## config.mk

```make
export PLATFORM = sky130hd
export DESIGN_NAME = sag_core
export DESIGN_NICKNAME = d
export VERILOG_FILES = /design/src/common/sag_pkg.sv /design/src/sag_core.sv
export SDC_FILE = /design/constraint.sdc
export NUM_CORES = 1
export LEC_CHECK = 0
export ABC_AREA = 0
export BUFFER_PORTS_ARGS = -buffer_cell sky130_fd_sc_hd__buf_4
export CORE_ASPECT_RATIO = 0.9
export CORE_UTILIZATION = 55
export CTS_CLUSTER_DIAMETER = 80
export DETAILED_ROUTE_END_ITERATION = 10
export GPL_TIMING_DRIVEN = 0
export PLACE_DENSITY = 0.79
export REMOVE_ABC_BUFFERS = 1
export SKIP_LAST_GASP = 1
export SYNTH_ARGS = -nofsm -noshare
export SYNTH_HDL_FRONTEND = slang
export SYNTH_SLANG_ARGS = --single-unit
export TNS_END_PERCENT = 100
```

## constraint.sdc

```tcl
create_clock -name clk_i -period 7.6 [get_ports clk_i]
set_clock_uncertainty 0.2 [all_clocks]
set_input_delay 0 -clock clk_i [delete_from_list [all_inputs] [get_ports clk_i]]
set_output_delay 0 -clock clk_i [all_outputs]
set_load 0.01 [all_outputs]
```

## src/common/sag_pkg.sv

```systemverilog
// shared constants and types for the stack and address generation block
package sag_pkg;
    localparam int DATA_W = 16;
    localparam int REG_SEL_W = 4;
    localparam int NUM_WREGS = 16;
    localparam logic [3:0] SP_INDEX = 4'hF;
    localparam logic [3:0] WREG0_INDEX = 4'h0;
    localparam logic [15:0] STACK_FLOOR = 16'h0800;
    localparam logic [15:0] WORD_STEP = 16'h0002;
    localparam logic [15:0] BYTE_STEP = 16'h0001;
    localparam int NEAR_ADDR_W = 13;
    localparam int LIT_SHORT_W = 5;
    localparam int LIT_LONG_W = 10;
    localparam int PC_HI_W = 7;
    localparam int STATUS_LOW_W = 8;

    // addressing modes, gray-coded in the usual order of the table
    typedef enum logic [3:0] {
        SAG_MODE_FILE_DIRECT = 4'h0,
        SAG_MODE_REG_DIRECT = 4'h1,
        SAG_MODE_INDIRECT = 4'h3,
        SAG_MODE_POST_MOD = 4'h2,
        SAG_MODE_PRE_MOD = 4'h6,
        SAG_MODE_INDEXED = 4'h7,
        SAG_MODE_LIT_OFFSET = 4'h5,
        SAG_MODE_LITERAL = 4'h4,
        SAG_MODE_STACK_PUSH = 4'hC,
        SAG_MODE_STACK_POP = 4'hD
    } sag_mode_type;

    // what a push carries
    typedef enum logic [1:0] {
        SAG_PUSH_DATA = 2'h0,
        SAG_PUSH_CALL_PC = 2'h1,
        SAG_PUSH_EXC_PC = 2'h3
    } sag_push_type;

    // code segment currently executing
    typedef enum logic [1:0] {
        SAG_SEG_GENERAL = 2'h0,
        SAG_SEG_BOOT = 2'h1,
        SAG_SEG_SECURE = 2'h3
    } sag_seg_type;
endpackage : sag_pkg

```

## src/sag_core.sv

```systemverilog
// effective address generation, stack pointer and secure ram guard
`timescale 1ns/1ps

module sag_core
    import sag_pkg::*;
#(
    parameter int ADDR_W = 16,
    parameter logic [15:0] BOOT_RAM_LO = 16'h0800,
    parameter logic [15:0] BOOT_RAM_HI = 16'h081F,
    parameter logic [15:0] SEG_RAM_LO = 16'h0820,
    parameter logic [15:0] SEG_RAM_HI = 16'h083F
) (
    input wire logic clk_i,
    input wire logic rst_i,
    input wire logic req_i,
    input wire sag_mode_type mode_i,
    input wire logic move_instruction_i,
    input wire logic multiply_instruction_i,
    input wire logic byte_op_i,
    input wire logic step_down_i,
    input wire logic [3:0] pointer_register_i,
    input wire logic [3:0] base_operand_register_i,
    input wire logic [15:0] file_addr_i,
    input wire logic [9:0] literal_i,
    input wire logic long_literal_i,
    input wire logic [15:0] lit_offset_i,
    input wire logic wr_en_i,
    input wire logic [3:0] wr_sel_i,
    input wire logic [15:0] wr_data_i,
    input wire logic limit_wr_i,
    input wire logic [15:0] limit_data_i,
    input wire sag_push_type push_kind_i,
    input wire logic [15:0] push_data_i,
    input wire logic [6:0] pc_hi_i,
    input wire logic [7:0] status_low_byte_i,
    input wire logic boot_ram_en_i,
    input wire logic seg_ram_en_i,
    input wire sag_seg_type code_seg_i,
    input wire logic dest_to_file_i,
    output logic [15:0] ea_o,
    output logic mem_valid_o,
    output logic mem_write_o,
    output logic [15:0] mem_wdata_o,
    output logic [15:0] operand_o,
    output logic operand_is_reg_o,
    output logic [15:0] base_operand_o,
    output logic [3:0] dest_reg_o,
    output logic dest_is_file_o,
    output logic [15:0] stack_pointer_register_o,
    output logic stack_trap_o,
    output logic secure_fault_o
);
    // parameter sanity, refused while elaborating rather than at run time
    if (ADDR_W != DATA_W) begin : g_bad_width
        $error("sag_core: ADDR_W must equal 16");
    end
    if (BOOT_RAM_LO > BOOT_RAM_HI || SEG_RAM_LO > SEG_RAM_HI) begin : g_bad_win
        $error("sag_core: secure ram bounds reversed");
    end

    logic [15:0] default_working_register_reg [NUM_WREGS];
    logic [15:0] default_working_register_next [NUM_WREGS];
    logic [15:0] limit_reg;
    logic [15:0] limit_next;
    logic [15:0] ea_reg, ea_next;
    logic mem_valid_reg, mem_valid_next;
    logic mem_write_reg, mem_write_next;
    logic [15:0] mem_wdata_reg, mem_wdata_next;
    logic [15:0] operand_reg, operand_next;
    logic operand_is_reg_reg, operand_is_reg_next;
    logic [15:0] base_reg, base_next;
    logic [3:0] dest_reg_reg, dest_reg_next;
    logic dest_file_reg, dest_file_next;
    logic trap_reg, trap_next;
    logic sec_reg, sec_next;

    // true when an address falls in a protected window the segment may not use
    function automatic logic sec_denied(input logic [15:0] a,
                                        input sag_seg_type seg,
                                        input logic boot_en,
                                        input logic seg_en);
        logic in_boot;
        logic in_seg;
        in_boot = (a >= BOOT_RAM_LO) && (a <= BOOT_RAM_HI);
        in_seg = (a >= SEG_RAM_LO) && (a <= SEG_RAM_HI);
        sec_denied = (boot_en && in_boot && seg != SAG_SEG_BOOT) ||
                     (seg_en && in_seg && seg != SAG_SEG_SECURE);
    endfunction : sec_denied

    // stack-pointer address check: underflow floor and limit overrun
    function automatic logic sp_bad(input logic [15:0] a,
                                    input logic [15:0] lim,
                                    input logic is_push);
        sp_bad = (a < STACK_FLOOR) || (is_push && (a > lim));
    endfunction : sp_bad

    // address, pointer update and stack sequencing for one request
    always_comb begin
        logic [15:0] ptr;
        logic [15:0] step;
        logic [15:0] sp;
        logic [15:0] lit;
        logic [15:0] ea;
        logic uses_sp;
        logic is_push;
        logic fault;
        ptr = default_working_register_reg[pointer_register_i];
        step = byte_op_i ? BYTE_STEP : WORD_STEP;
        sp = default_working_register_reg[SP_INDEX];
        lit = long_literal_i ? {6'h00, literal_i}
                             : {11'h000, literal_i[LIT_SHORT_W-1:0]};
        ea = 16'h0000;
        uses_sp = 1'b0;
        is_push = 1'b0;
        fault = 1'b0;
        default_working_register_next = default_working_register_reg;
        limit_next = limit_reg;
        ea_next = ea_reg;
        mem_valid_next = 1'b0;
        mem_write_next = 1'b0;
        mem_wdata_next = mem_wdata_reg;
        operand_next = operand_reg;
        operand_is_reg_next = operand_is_reg_reg;
        base_next = base_reg;
        dest_reg_next = dest_reg_reg;
        dest_file_next = dest_file_reg;
        trap_next = 1'b0;
        sec_next = 1'b0;
        if (limit_wr_i) begin
            limit_next = {limit_data_i[15:1], 1'b0};
        end
        if (wr_en_i) begin
            default_working_register_next[wr_sel_i] = wr_data_i;
        end
        if (req_i) begin
            base_next = default_working_register_reg[base_operand_register_i];
            operand_is_reg_next = 1'b0;
            case (mode_i)
                SAG_MODE_FILE_DIRECT: begin
                    // move reaches everything; others only near space
                    ea = move_instruction_i ? file_addr_i
                       : {3'b000, file_addr_i[NEAR_ADDR_W-1:0]};
                    dest_file_next = dest_to_file_i;
                    dest_reg_next = multiply_instruction_i ?
                        pointer_register_i : WREG0_INDEX;
                    mem_valid_next = 1'b1;
                end
                SAG_MODE_REG_DIRECT: begin
                    operand_next = ptr;
                    operand_is_reg_next = 1'b1;
                end
                SAG_MODE_INDIRECT: begin
                    ea = ptr;
                    mem_valid_next = 1'b1;
                end
                SAG_MODE_POST_MOD: begin
                    ea = ptr;
                    default_working_register_next[pointer_register_i] =
                        step_down_i ? ptr - step : ptr + step;
                    mem_valid_next = 1'b1;
                end
                SAG_MODE_PRE_MOD: begin
                    ea = step_down_i ? ptr - step : ptr + step;
                    default_working_register_next[pointer_register_i] = ea;
                    mem_valid_next = 1'b1;
                end
                SAG_MODE_INDEXED: begin
                    ea = ptr + default_working_register_reg[base_operand_register_i];
                    mem_valid_next = 1'b1;
                end
                SAG_MODE_LIT_OFFSET: begin
                    ea = ptr + lit_offset_i;
                    mem_valid_next = 1'b1;
                end
                SAG_MODE_LITERAL: begin
                    operand_next = lit;
                    operand_is_reg_next = 1'b1;
                end
                SAG_MODE_STACK_PUSH: begin
                    ea = sp;
                    is_push = 1'b1;
                    uses_sp = 1'b1;
                    mem_valid_next = 1'b1;
                    mem_write_next = 1'b1;
                    case (push_kind_i)
                        SAG_PUSH_CALL_PC:
                            mem_wdata_next = {9'h000, pc_hi_i};
                        SAG_PUSH_EXC_PC:
                            mem_wdata_next =
                                {status_low_byte_i, 1'b0, pc_hi_i};
                        default: mem_wdata_next = push_data_i;
                    endcase
                    default_working_register_next[SP_INDEX] = sp + WORD_STEP;
                end
                SAG_MODE_STACK_POP: begin
                    ea = sp - WORD_STEP;
                    uses_sp = 1'b1;
                    mem_valid_next = 1'b1;
                    default_working_register_next[SP_INDEX] = ea;
                end
                default: begin
                    ea = ea_reg;
                end
            endcase
            // any indirect form through register fifteen is checked too
            if (pointer_register_i == SP_INDEX &&
                mode_i != SAG_MODE_REG_DIRECT &&
                mode_i != SAG_MODE_LITERAL &&
                mode_i != SAG_MODE_FILE_DIRECT) begin
                uses_sp = 1'b1;
            end
            if (uses_sp) begin
                fault = sp_bad(ea, limit_reg, is_push);
            end
            sec_next = mem_valid_next &&
                sec_denied(ea, code_seg_i, boot_ram_en_i, seg_ram_en_i);
            if (fault || sec_next) begin
                // faulting access suppressed, pointers left as they were
                mem_valid_next = 1'b0;
                mem_write_next = 1'b0;
                default_working_register_next = default_working_register_reg;
                if (wr_en_i) begin
                    default_working_register_next[wr_sel_i] = wr_data_i;
                end
            end
            trap_next = fault;
            ea_next = ea;
        end
    end

    // register stage; limit has no reset value by design
    always_ff @(posedge clk_i) begin
        limit_reg <= limit_next;
        if (rst_i) begin
            for (int i = 0; i < NUM_WREGS; i++) begin
                default_working_register_reg[i] <= 16'h0000;
            end
            ea_reg <= 16'h0000;
            mem_valid_reg <= 1'b0;
            mem_write_reg <= 1'b0;
            mem_wdata_reg <= 16'h0000;
            operand_reg <= 16'h0000;
            operand_is_reg_reg <= 1'b0;
            base_reg <= 16'h0000;
            dest_reg_reg <= 4'h0;
            dest_file_reg <= 1'b0;
            trap_reg <= 1'b0;
            sec_reg <= 1'b0;
        end else begin
            default_working_register_reg <= default_working_register_next;
            ea_reg <= ea_next;
            mem_valid_reg <= mem_valid_next;
            mem_write_reg <= mem_write_next;
            mem_wdata_reg <= mem_wdata_next;
            operand_reg <= operand_next;
            operand_is_reg_reg <= operand_is_reg_next;
            base_reg <= base_next;
            dest_reg_reg <= dest_reg_next;
            dest_file_reg <= dest_file_next;
            trap_reg <= trap_next;
            sec_reg <= sec_next;
        end
    end

    // every output comes straight from a flip-flop
    assign ea_o = ea_reg;
    assign mem_valid_o = mem_valid_reg;
    assign mem_write_o = mem_write_reg;
    assign mem_wdata_o = mem_wdata_reg;
    assign operand_o = operand_reg;
    assign operand_is_reg_o = operand_is_reg_reg;
    assign base_operand_o = base_reg;
    assign dest_reg_o = dest_reg_reg;
    assign dest_is_file_o = dest_file_reg;
    assign stack_pointer_register_o = default_working_register_reg[SP_INDEX];
    assign stack_trap_o = trap_reg;
    assign secure_fault_o = sec_reg;
endmodule : sag_core

```

After elaboration in Yosys (flattened, before gate mapping)
Cells that the tools add are included.
{"block": "totals", "regBits": 345, "input_bits": 138, "out_inout_bits": 90, "elab_cells": 130}
{"block": "classes", "add_sub_neg": 6, "magnitude_cmp": 11, "n_eq_ne": 16, "muxes": 36, "n_bitwise": 4, "reduce_logical": 29}
{"cell": "256-bit 2-to-1 mux", "n": 3}
{"cell": "256-bit bitwise mux", "n": 2}
{"cell": "240-bit 2-to-1 mux", "n": 1}
{"cell": "16-bit 2-to-1 mux", "n": 9}
{"cell": "16-bit binary-select mux with 4-bit select", "n": 2}
{"cell": "16-bit demux with 4-bit select", "n": 2}
{"cell": "16-bit case mux with 8 select lines", "n": 1}
{"cell": "16-bit case mux with 2 select lines", "n": 2}
{"cell": "16-bit case mux with 3 select lines", "n": 1}
{"cell": "16-bit adder", "n": 2}
{"cell": "16-bit by 12-bit >= comparator with 1-bit output, second input constant", "n": 2}
{"cell": "16-bit by 12-bit less-or-equal comparator with 1-bit output, second input constant", "n": 2}
{"cell": "16-bit by 2-bit adder with 16-bit output", "n": 1}
{"cell": "16-bit by 2-bit adder with 16-bit output, second input constant", "n": 1}
{"cell": "4-bit by 3-bit equality test with 1-bit output, second input constant", "n": 4}
{"cell": "16-bit greater-than comparator", "n": 1}
{"cell": "16-bit by 12-bit < comparator with 1-bit output, second input constant", "n": 1}
{"cell": "16-bit by 2-bit subtractor with 16-bit output", "n": 1}
{"cell": "16-bit by 2-bit subtractor with 16-bit output, second input constant", "n": 1}
{"cell": "5-bit >= comparator, second input constant", "n": 3}
{"cell": "4-bit inverter with 5-bit output", "n": 3}
{"cell": "1-bit logical AND", "n": 13}
{"cell": "4-bit equality test, second input constant", "n": 3}
{"cell": "5-bit by 1-bit < comparator with 1-bit output, second input constant", "n": 2}
{"cell": "21 further kinds", "n": 39}

Longest topological paths before layout
Gate-level depths: netlist (run 1).
{"block": "logic_depth", "ltp_word": 17, "mapped_depth": 31, "ltp_nobuf": 22}

Worst setup path after synthesis (run 1)
OpenSTA, ideal clock, no wires.
{"block": "synth_timing", "path_type": "input to register", "from": "input pointer_register_i[0]", "to": "register default_working_register_reg[106] (netlist bit)", "setup_time_ns": 0.123, "arrival_ns": 7.050, "t_required_ns": 7.277, "path_slack_ns": 0.227, "path_stages": 27, "n_path_buf": 9, "path_cell_list": "buf_4 -> buf_6 -> buf_4 -> buf_4 -> buf_2 -> buf_1 -> mux4_2 -> mux4_2 -> ha_1 -> a21oi_1 -> nand2_1 -> o2111a_1 -> or4_1 -> and3b_1 -> a211oi_1 -> nor2_1 -> ha_1 -> nand4_1 -> nor2_1 -> o31a_1 -> o21ai_0 -> and2_1 -> clkbuf_1 -> buf_2 -> nand3_2 -> buf_4 -> mux2_1"}
{"block": "synth_between", "elab_chain_len": 17, "elab_cells_between_ends": 45, "classes_between": "4 x add/sub; 8 x order compare; 1 x eq/ne; 16 x mux; 1 x bitwise; 15 x reduce/logical"}
{"element": "start: declaration", "line_no": "sag_core.sv:21", "source": "input wire logic [3:0] pointer_register_i,"}
{"element": "4-bit inverter with 5-bit output", "line_no": "sag_core.sv:107, sag_core.sv:159, sag_core.sv:164"}
{"element": "16-bit binary-select mux with 4-bit select", "line_no": "sag_core.sv:107", "source": "ptr = default_working_register_reg[pointer_register_i];"}
{"element": "16-bit 2-to-1 mux (implied by the code) (2 in a row)", "line_no": "sag_core.sv:107"}
{"element": "16-bit by 2-bit adder with 16-bit output or 16-bit by 2-bit subtractor with 16-bit output (tied branches)", "line_no": "sag_core.sv:159, sag_core.sv:163"}
{"element": "16-bit 2-to-1 mux", "line_no": "sag_core.sv:159, sag_core.sv:163"}
{"element": "16-bit case mux with 8 select lines", "line_no": "sag_core.sv:138", "source": "case (mode_i)"}
{"element": "16-bit 2-to-1 mux", "line_no": "sag_core.sv:135", "source": "if (req_i) begin"}
{"element": "16-bit by 12-bit >= comparator with 1-bit output, or another cell as far along", "line_no": "sag_core.sv:84", "source": "in_boot = (a >= BOOT_RAM_LO) && (a <= BOOT_RAM_HI);"}
{"element": "1-bit logical AND (on tied branches)", "line_no": "sag_core.sv:84, sag_core.sv:85"}
{"element": "1-bit logical AND (on tied branches) (2 in a row)", "line_no": "sag_core.sv:86, sag_core.sv:87"}
{"element": "1-bit logical OR", "line_no": "sag_core.sv:86", "source": "sec_denied = (boot_en && in_boot && seg != SAG_SEG_BOOT) ||"}
{"element": "1-bit logical AND", "line_no": "sag_core.sv:215", "source": "sec_next = mem_valid_next &&"}
{"element": "1-bit logical OR", "line_no": "sag_core.sv:217", "source": "if (fault || sec_next) begin"}
{"element": "256-bit 2-to-1 mux *", "line_no": "sag_core.sv:217"}
{"element": "256-bit 2-to-1 mux *", "line_no": "sag_core.sv:135"}
{"element": "end signal: assignment", "line_no": "sag_core.sv:250", "source": "default_working_register_reg <= default_working_register_next;"}
{"element": "end: declaration", "line_no": "sag_core.sv:61", "source": "logic [15:0] default_working_register_reg [NUM_WREGS];"}
Mark *: on every way between the ends. The rest lies on a longest branch, timed or not. The select of a mux whose other input is x is not followed.
A chain may end at the register's enable or synchronous reset.

Worst setup path in the final report (run 1)
{"block": "layout_timing", "from": "register default_working_register_reg, in the netlist stack_pointer_register_o[1]", "to": "register default_working_register_reg, in the netlist stack_pointer_register_o[10]"}
{"block": "layout_between", "elab_chain_len": 16, "elab_cells_between_ends": 38, "classes_between": "6 x add/sub; 6 x order compare; 15 x mux; 11 x reduce/logical"}
{"element": "16-bit binary-select mux with 4-bit select", "line_no": "sag_core.sv:107"}
{"element": "16-bit 2-to-1 mux (implied by the code) (2 in a row)", "line_no": "sag_core.sv:107"}
{"element": "16-bit by 2-bit adder with 16-bit output or 16-bit by 2-bit subtractor with 16-bit output (tied branches)", "line_no": "sag_core.sv:159, sag_core.sv:163"}
{"element": "16-bit 2-to-1 mux", "line_no": "sag_core.sv:159, sag_core.sv:163"}
{"element": "16-bit case mux with 8 select lines", "line_no": "sag_core.sv:138"}
{"element": "16-bit 2-to-1 mux", "line_no": "sag_core.sv:135"}
{"element": "16-bit by 12-bit >= comparator with 1-bit output, or another cell as far along", "line_no": "sag_core.sv:84"}
{"element": "1-bit logical AND (on tied branches)", "line_no": "sag_core.sv:84, sag_core.sv:85"}
{"element": "1-bit logical AND (on tied branches) (2 in a row)", "line_no": "sag_core.sv:86, sag_core.sv:87"}
{"element": "1-bit logical OR", "line_no": "sag_core.sv:86"}
{"element": "1-bit logical AND", "line_no": "sag_core.sv:215"}
{"element": "1-bit logical OR", "line_no": "sag_core.sv:217"}
{"element": "256-bit 2-to-1 mux *", "line_no": "sag_core.sv:217"}
{"element": "256-bit 2-to-1 mux *", "line_no": "sag_core.sv:135"}
Marked as above.

==> flow_metrics.py, run 1 <==
metrics = {
    "yosys": {
        "synthCells": 2490,
        "post-synth-top-count-cell": "sky130_fd_sc_hd__mux2i_1",
        "synthesis.area_um2": 24700,
        "synth_top_family_by_area": "multiplexers",
        "synth_compound_area_frac": 0.0941,
        "synth_common_cells": "396 x sky130_fd_sc_hd__mux2i_1, 330 x sky130_fd_sc_hd__dfxtp_1, 305 x sky130_fd_sc_hd__nor2_1",
        "synth_top_flop_cell": "sky130_fd_sc_hd__dfxtp_1",
        "yosysTopAreaCellShare": 0.267,
        "postSynthRegisterBits": 345,
        "ys_warn_count": 0,
        "muxShareOfSynthArea": 0.383,
        "synth_simple_gate_area_frac": 0.145,
        "netlist_top_cells_area": "sky130_fd_sc_hd__dfxtp_1 27%, sky130_fd_sc_hd__mux2i_1 16%, sky130_fd_sc_hd__mux4_2 13%",
        "synthDistinctLibCells": 88,
        "seq_area_frac_synth": 0.285,
        "post_synth_fa_ha_maj_area_fraction": 0.0254,
        "async_reset_ff_frac": 0,
        "synth_enable_flop_cells": 15,
        "syn_area_per_cell_um2": 9.94,
        "synth_xor_area_frac": 0.0138,
        "netlist.top_cell.by_area": "sky130_fd_sc_hd__dfxtp_1",
    },
    "floorplan": {
        "rows": 73,
        "floorplan.io_pins": 228,
        "die_h_um": 203,
        "initial_utilization": 0.559,
        "core_region_area_um2": 44300,
        "die_width_um": 226,
        "die_area_um2": 45900,
    },
    "global_route": {
        "globalRouteOverflowTotal": 0,
        "grt.met1_usage": 0.492,
        "grt_first_pass_wirelength_mm": 131,
        "top_usage_layer": "met2",
        "gr-usage-met3": 0.0765,
        "gr-usage-all-layers": 0.378,
        "vias_in_the_first_global_route": 22100,
        "antenna_found_initial": 0,
        "grt_max_degree": 156,
        "global_route.usage.met2": 0.577,
    },
    "worst_setup_path": {
        "crit_path_start_kind": "flip-flop",
        "critical-path-slowest-cell": "sky130_fd_sc_hd__mux4_2",
        "timing.critical_path.cells": "mux4_2 > mux4_2 > mux2_2 > ha_1 > a211oi_1 > o21ai_1 > a21oi_1 > o21bai_1 > xor2_1 > a221oi_2 > a21oi_1 > ha_1 > a21o_1 > a21o_1 > a21oi_1 > o21ai_0 > o21ai_1 > nand2_1 > a21oi_4 > nand2_2 > a221oi_1",
        "critical_path.max_fanout": 13,
        "critPathCaptureType": "flip-flop",
        "critical_path_class": "flip-flop to flip-flop",
        "critPathRequiredTime_ps": 7860,
        "critPathArrivalTime_ps": 7780,
        "cp_common_cell": "sky130_fd_sc_hd__a21oi_1",
        "cpPeakStageDelay_ps": 580,
    },
    "final_layout": {
        "layout-drive-gt1-share": 0.285,
        "layout.nets": 2886,
        "final_core_density": 0.668,
        "stdcell_count": 3329,
        "largest_register_ff_count": 240,
        "area_growth_pct": 19.5,
        "stdcell_area_um2": 29600,
        "layout.filler_cells": 3291,
    },
    "timing": {
        "rsz0062_at_grt": "true",
        "final_min_period_over_clock_period": 0.989,
        "final-hold-violation-count": 0,
        "min_period_ps": 7520,
        "max_slew_margin": -0.00958,
        "max_slew.worst_pin.slew_ps": 1510,
        "timing_max_transition_violations_final": 17,
        "max_clock_freq_mhz": 133,
        "finalSetupViolations": 0,
    },
    "route": {
        "post_drt_wl_per_cell_um": 26.5,
        "drcViolationCount": 0,
        "drtIter0Drc": 2724,
        "routed_via_density": 6.74,
        "postRouteWirelength_mm": 88.1,
        "ant_nets": 0,
        "dr.pass1.iters": 7,
        "via_count": 22400,
    },
    "placement": {
        "global_placer_s_final_weighted_congestion": 0.970,
        "number_of_placed_instances_taps_included": 3076,
        "placed_cell_area_um2": 26300,
        "dpl.hpwl_mm": 56.0,
        "buffer_ports.inserted": 226,
    },
    "cts": {
        "cts_htree_levels": 2,
        "ctsRootBufferMaster": "sky130_fd_sc_hd__clkbuf_16",
        "clk_pin_slew_ps": 60,
        "clk_path_buf_depth": 3,
        "clock_latency_ps": 600,
        "cts_tree": "built",
        "cts-buffers-inserted": 39,
        "cts.sinks": 345,
    },
    "outcome": {
        "failed_checks": "capacitance limit, slew limit",
        "outcome": "complete, but fails checks",
    },
    "min_path": {
        "worst_hold_path_type": "primary input to flip-flop",
    },
    "power": {
        "vdd.ir_drop.worst_mv": 0.164,
        "power.static_leakage_nw": 12.5,
        "power-per-cell-area_nw_per_um2": 163,
    },
    "job": {
        "timing.max_cap.violations": 1,
    },
}
## cell type report
cell class | instances | area, um^2 | share of cell area
Tap cell | 600 | 751 | 0.0254
Inverter | 31 | 116 | 0.00394
Clock buffer | 58 | 1160 | 0.0392
Sequential cell | 345 | 7060 | 0.239
Clock inverter | 12 | 180 | 0.00609
Multi-Input combinational cell | 1866 | 16600 | 0.561
Timing Repair Buffer | 416 | 3730 | 0.126
Antenna cell | 1 | 2.50 | 0.0000846
## worst max-delay path, delay by kind of cell, from the launching register on
family | cells | cell delay [ps]
adders and majority gates | 2 | 640
AOI/OAI and AO/OA | 13 | 3660
muxes | 3 | 1460
DFF | 1 | 530
xor gates and xnor gates | 1 | 200
and+or+nand+nor | 2 | 660
## metal layers
metal  vias up  wire length (um)
met1     10900             33400
li1       9639                 -
met3       348              9820
met5         -                 0
met4         0              5370
met2      1530             39600
## placed cells by master, fill, tap and decap left out, drive strengths merged, types with 16 or more instances in the layout
cell / synthesis / routed
xnor2: 24 / 24
nand3: 52 / 52
nor2b: 21 / 21
clkbuf: 175 / 58
mux2: 194 / 194
dfxtp: 330 / 330
a211oi: 27 / 27
a21o: 16 / 16
mux2i: 396 / 396
nor2: 305 / 305
o21ai: 41 / 41
a21oi: 74 / 74
nand2b: 27 / 27
nor4: 16 / 16
a221oi: 21 / 21
mux4: 142 / 142
dlygate4sd3: 0 / 142
ha: 47 / 47
a22oi: 24 / 24
o211ai: 18 / 18
or2: 83 / 83
buf: 74 / 274
nor3: 24 / 24
nand2: 106 / 106
inv: 31 / 32
## power breakdown
part / switching (mW) / internal (mW) / total [mW] / leakage (nW)
logic: 0.522 / 0.366 / 0.888 / 9.06
clock network: 0.834 / 1.19 / 2.03 / 0.652
registers: 0.0503 / 1.86 / 1.92 / 2.82
## per-stage QoR
step	setup WS (ps)	power [mW]	setup TNS (ps)	hold slack, ps
3_5_place_dp	-2490	2.74	-539720	-20.4
2_1_floorplan	481	2.37	0	-131
3_3_place_gp	-3110	2.71	-707640	-20.4
4_1_cts	39.6	4.79	0	5.68
6_report	82.2	4.83	0	18.4
5_1_grt	-65.7	4.96	-194	67.4
## repair_timing
action,4_1_cts,5_1_grt
hold endpoints to repair,352,0
gates cloned,0,1
hold buffers,142,0
pin swaps,4,7
setup endpoints to repair,256,254
resized for setup,16,6
buffers inserted,6,33
## logic make-up after synthesis
kind of cell	count (synthesis)
compound gates	325
buf+inv	280
flops	345
mux	732
fa+ha+maj	49
simple gates	720
xor+xnor	39
## path summary, 6_finish.rpt
| path | from | to | slack [ps] | cells after the start |
|---|---|---|---|---|
| worst max-delay path | stack_pointer_register_o[1] | stack_pointer_register_o[10] | 80 | 21 |
| worst min-delay path | file_addr_i[3] | ea_o[3] | 20 | 7 |
| worst max register to register | stack_pointer_register_o[1] | stack_pointer_register_o[10] | 80 | 21 |
| worst min register to register | dest_reg_o[2] | dest_reg_o[2] | 260 | 2 |
No activity file was read; power rests on OpenSTA's default activity.
==> run 2: changes to the inputs <==
--- a/config.mk
+++ b/config.mk
@@ -11,7 +11,6 @@
 export CORE_UTILIZATION = 55
 export CTS_CLUSTER_DIAMETER = 80
 export DETAILED_ROUTE_END_ITERATION = 10
-export GPL_TIMING_DRIVEN = 0
 export PLACE_DENSITY = 0.79
 export REMOVE_ABC_BUFFERS = 1
 export SKIP_LAST_GASP = 1
==> flow_metrics.py, run 2 (synthesized netlist as in run 1, its figures left out) <==
metrics = {
    "power": {
        "power.static_leakage_nw": 12.8,
        "power-per-cell-area_nw_per_um2": 166,
        "power.share.switching": 0.285,
        "sequential_fraction_of_design_power": 0.384,
        "p_comb_frac": 0.187,
        "internal_power_mw": 3.54,
        "power.net_switching_mw": 1.41,
        "p_clk_frac": 0.429,
        "finalPower_mw": 4.95,
        "vdd.ir_drop.worst_mv": 0.155,
    },
    "final_layout": {
        "largest_register_ff_count": 240,
        "layout.nets": 2934,
        "layout-drive-gt1-share": 0.292,
        "area_growth_pct": 20.2,
        "layout.filler_cells": 3329,
        "multi_input_comb_area_um2": 16500,
        "final_common_cell": "sky130_fd_sc_hd__mux2i_1",
        "mostFrequentLayoutCells": "396 x sky130_fd_sc_hd__mux2i_1, 330 x sky130_fd_sc_hd__dfxtp_1, 309 x sky130_fd_sc_hd__buf_4",
        "seqCellArea_um2": 7060,
    },
    "worst_setup_path": {
        "reg2reg_to": "default_working_register_reg[155]",
        "worstRegToRegCells": 24,
        "critPathRequiredTime_ps": 7860,
        "worstReg2RegStart": "stack_pointer_register_o[0]",
        "critPathCaptureType": "flip-flop",
        "critical_path_class": "primary input to flip-flop",
        "crit_path_start_kind": "primary input",
        "worst-r2r-setup-slack_ps": 580,
        "critPathArrivalTime_ps": 7640,
        "critical_path.max_fanout": 63,
    },
    "global_route": {
        "grt_max_degree": 201,
        "globalRouteOverflowTotal": 0,
        "antenna_found_initial": 0,
        "grt_first_pass_wirelength_mm": 133,
        "gr-usage-all-layers": 0.382,
        "vias_in_the_first_global_route": 22500,
    },
    "timing": {
        "rsz0062_at_grt": "false",
        "setup_tns_ps": 0,
        "final_min_period_over_clock_period": 0.972,
        "max_slew_margin": 0.176,
        "finalSetupViolations": 0,
        "min_period_ps": 7380,
        "final-hold-violation-count": 0,
        "timing_max_transition_violations_final": 0,
        "max_clock_freq_mhz": 135,
        "max_slew.worst_pin.slew_ps": 1230,
        "worst_hold_slack_ps": 15.6,
        "final_critical_path_setup_slack_ps": 216,
    },
    "route": {
        "post_drt_wl_per_cell_um": 26.3,
        "via_count": 22700,
        "postRouteWirelength_mm": 89.0,
        "drcViolationCount": 0,
        "drtIter0Drc": 2956,
        "ant_nets": 0,
        "dr.pass1.iters": 5,
        "routed_via_density": 6.71,
    },
    "placement": {
        "detailedPlace.worstSlack_ps": 590,
        "buffer_ports.inserted": 226,
        "global_placer_s_final_weighted_congestion": 1.00,
        "dpl.hpwl_mm": 58.2,
    },
    "min_path": {
        "hold_path_startpoint": "file_addr_i[10]",
        "worstHoldPathCells": 6,
        "hold-path-endpoint": "ea_o[10]",
        "worst_hold_path_type": "primary input to flip-flop",
    },
    "floorplan": {
        "rows": 73,
        "initial_utilization": 0.559,
        "die_width_um": 226,
        "core_region_area_um2": 44300,
        "die_h_um": 203,
        "die_area_um2": 45900,
        "floorplan.io_pins": 228,
    },
    "cts": {
        "cts_setup_buffers": 0,
        "cts-buffers-inserted": 39,
        "cts_htree_levels": 2,
        "cts_repair_resize_count": 0,
        "cts.sinks": 345,
        "cts.hold.buffers_added": 149,
        "ctsRootBufferMaster": "sky130_fd_sc_hd__clkbuf_16",
        "cts_tree": "built",
        "clock_latency_ps": 590,
        "clk_path_buf_depth": 3,
        "clk_pin_slew_ps": 60,
    },
    "job": {
        "timing.max_cap.violations": 0,
    },
    "outcome": {
        "outcome": "finished clean",
    },
}
[run 2: changes by cell type in the layout (fill, tap and decap cells not counted), sizes merged, moves of 2 or more]
cell	change
buf	+42
bufinv	+4
clkbuf	-8
clkinv	+7
clkinvlp	-2
dlygate4sd3	+7
[run 2: metrics by stage]
stage	instances	util	cell area, um^2
6_report	3378	0.671	29700
5_1_grt	3377	0.671	29700
4_1_cts	3377	0.671	29700
3_5_place_dp	3157	0.606	26800
3_3_place_gp	3157	0.606	26800
2_1_floorplan	2241	-	23600
[run 2: power by group through the flow]
| stage | sequential (mW) | clock, mW | combinational (mW) |
|---|---|---|---|
| final | 1.90 | 2.12 | 0.922 |
| after floorplan | 1.94 | 0 | 0.428 |
| after global placement | 1.94 | 0 | 0.810 |
| after CTS | 1.90 | 2.12 | 0.886 |
| after detailed placement | 1.94 | 0 | 0.828 |
| after global routing | 1.90 | 2.20 | 0.967 |
[run 2: worst max-delay path: stages]
cell and delay [ps]:
sky130_fd_sc_hd__dlygate4sd3_1 530, sky130_fd_sc_hd__buf_4 780, sky130_fd_sc_hd__buf_4 330, sky130_fd_sc_hd__mux2i_1 210, sky130_fd_sc_hd__nand3_1 90, sky130_fd_sc_hd__o211ai_1 340
sky130_fd_sc_hd__o21ai_0 370, sky130_fd_sc_hd__ha_1 600, sky130_fd_sc_hd__a21oi_1 200, sky130_fd_sc_hd__o21ba_2 290, sky130_fd_sc_hd__nand3_1 130, sky130_fd_sc_hd__nor2_1 60
sky130_fd_sc_hd__or4_1 460, sky130_fd_sc_hd__nor4_1 300, sky130_fd_sc_hd__buf_4 200, sky130_fd_sc_hd__nor2_1 60, sky130_fd_sc_hd__ha_1 180, sky130_fd_sc_hd__a21o_1 180
sky130_fd_sc_hd__a21o_1 190, sky130_fd_sc_hd__a21oi_1 260, sky130_fd_sc_hd__o21ai_0 160, sky130_fd_sc_hd__o21ai_0 270, sky130_fd_sc_hd__and2_1 220, sky130_fd_sc_hd__buf_12 220
sky130_fd_sc_hd__nand3_4 400, sky130_fd_sc_hd__mux2_4 450
[run 2: final cells by class]
class | count | area share
multi-input combinational | 1865 | 0.553
timing repair buffer | 465 | 0.133
tap | 600 | 0.0252
clock inverter | 21 | 0.0109
antenna | 1 | 0.0000841
inverter | 31 | 0.00391
sequential | 345 | 0.237
clock buffer | 50 | 0.0366
[run 2: worst max path at each step]
stage	startpoint	end	slack, ps	cells past startpoint
finish	pointer_register_i[1]	default_working_register_reg[155]	220	26
floorplan	mode_i[3]	default_working_register_reg[26]	480	21
detailed placement	pointer_register_i[0]	default_working_register_reg[254]	590	25
global placement	pointer_register_i[1]	default_working_register_reg[254]	680	25
CTS	pointer_register_i[1]	default_working_register_reg[155]	640	26
global route	pointer_register_i[1]	default_working_register_reg[153]	10	27
[run 2: layer usage]
metal | global-route usage | part of all wire
met1 | 0.490 | 0.37
met2 | 0.585 | 0.44
met3 | 0.0906 | 0.12
met4 | 0.232 | 0.064
met5 | 0 | 0
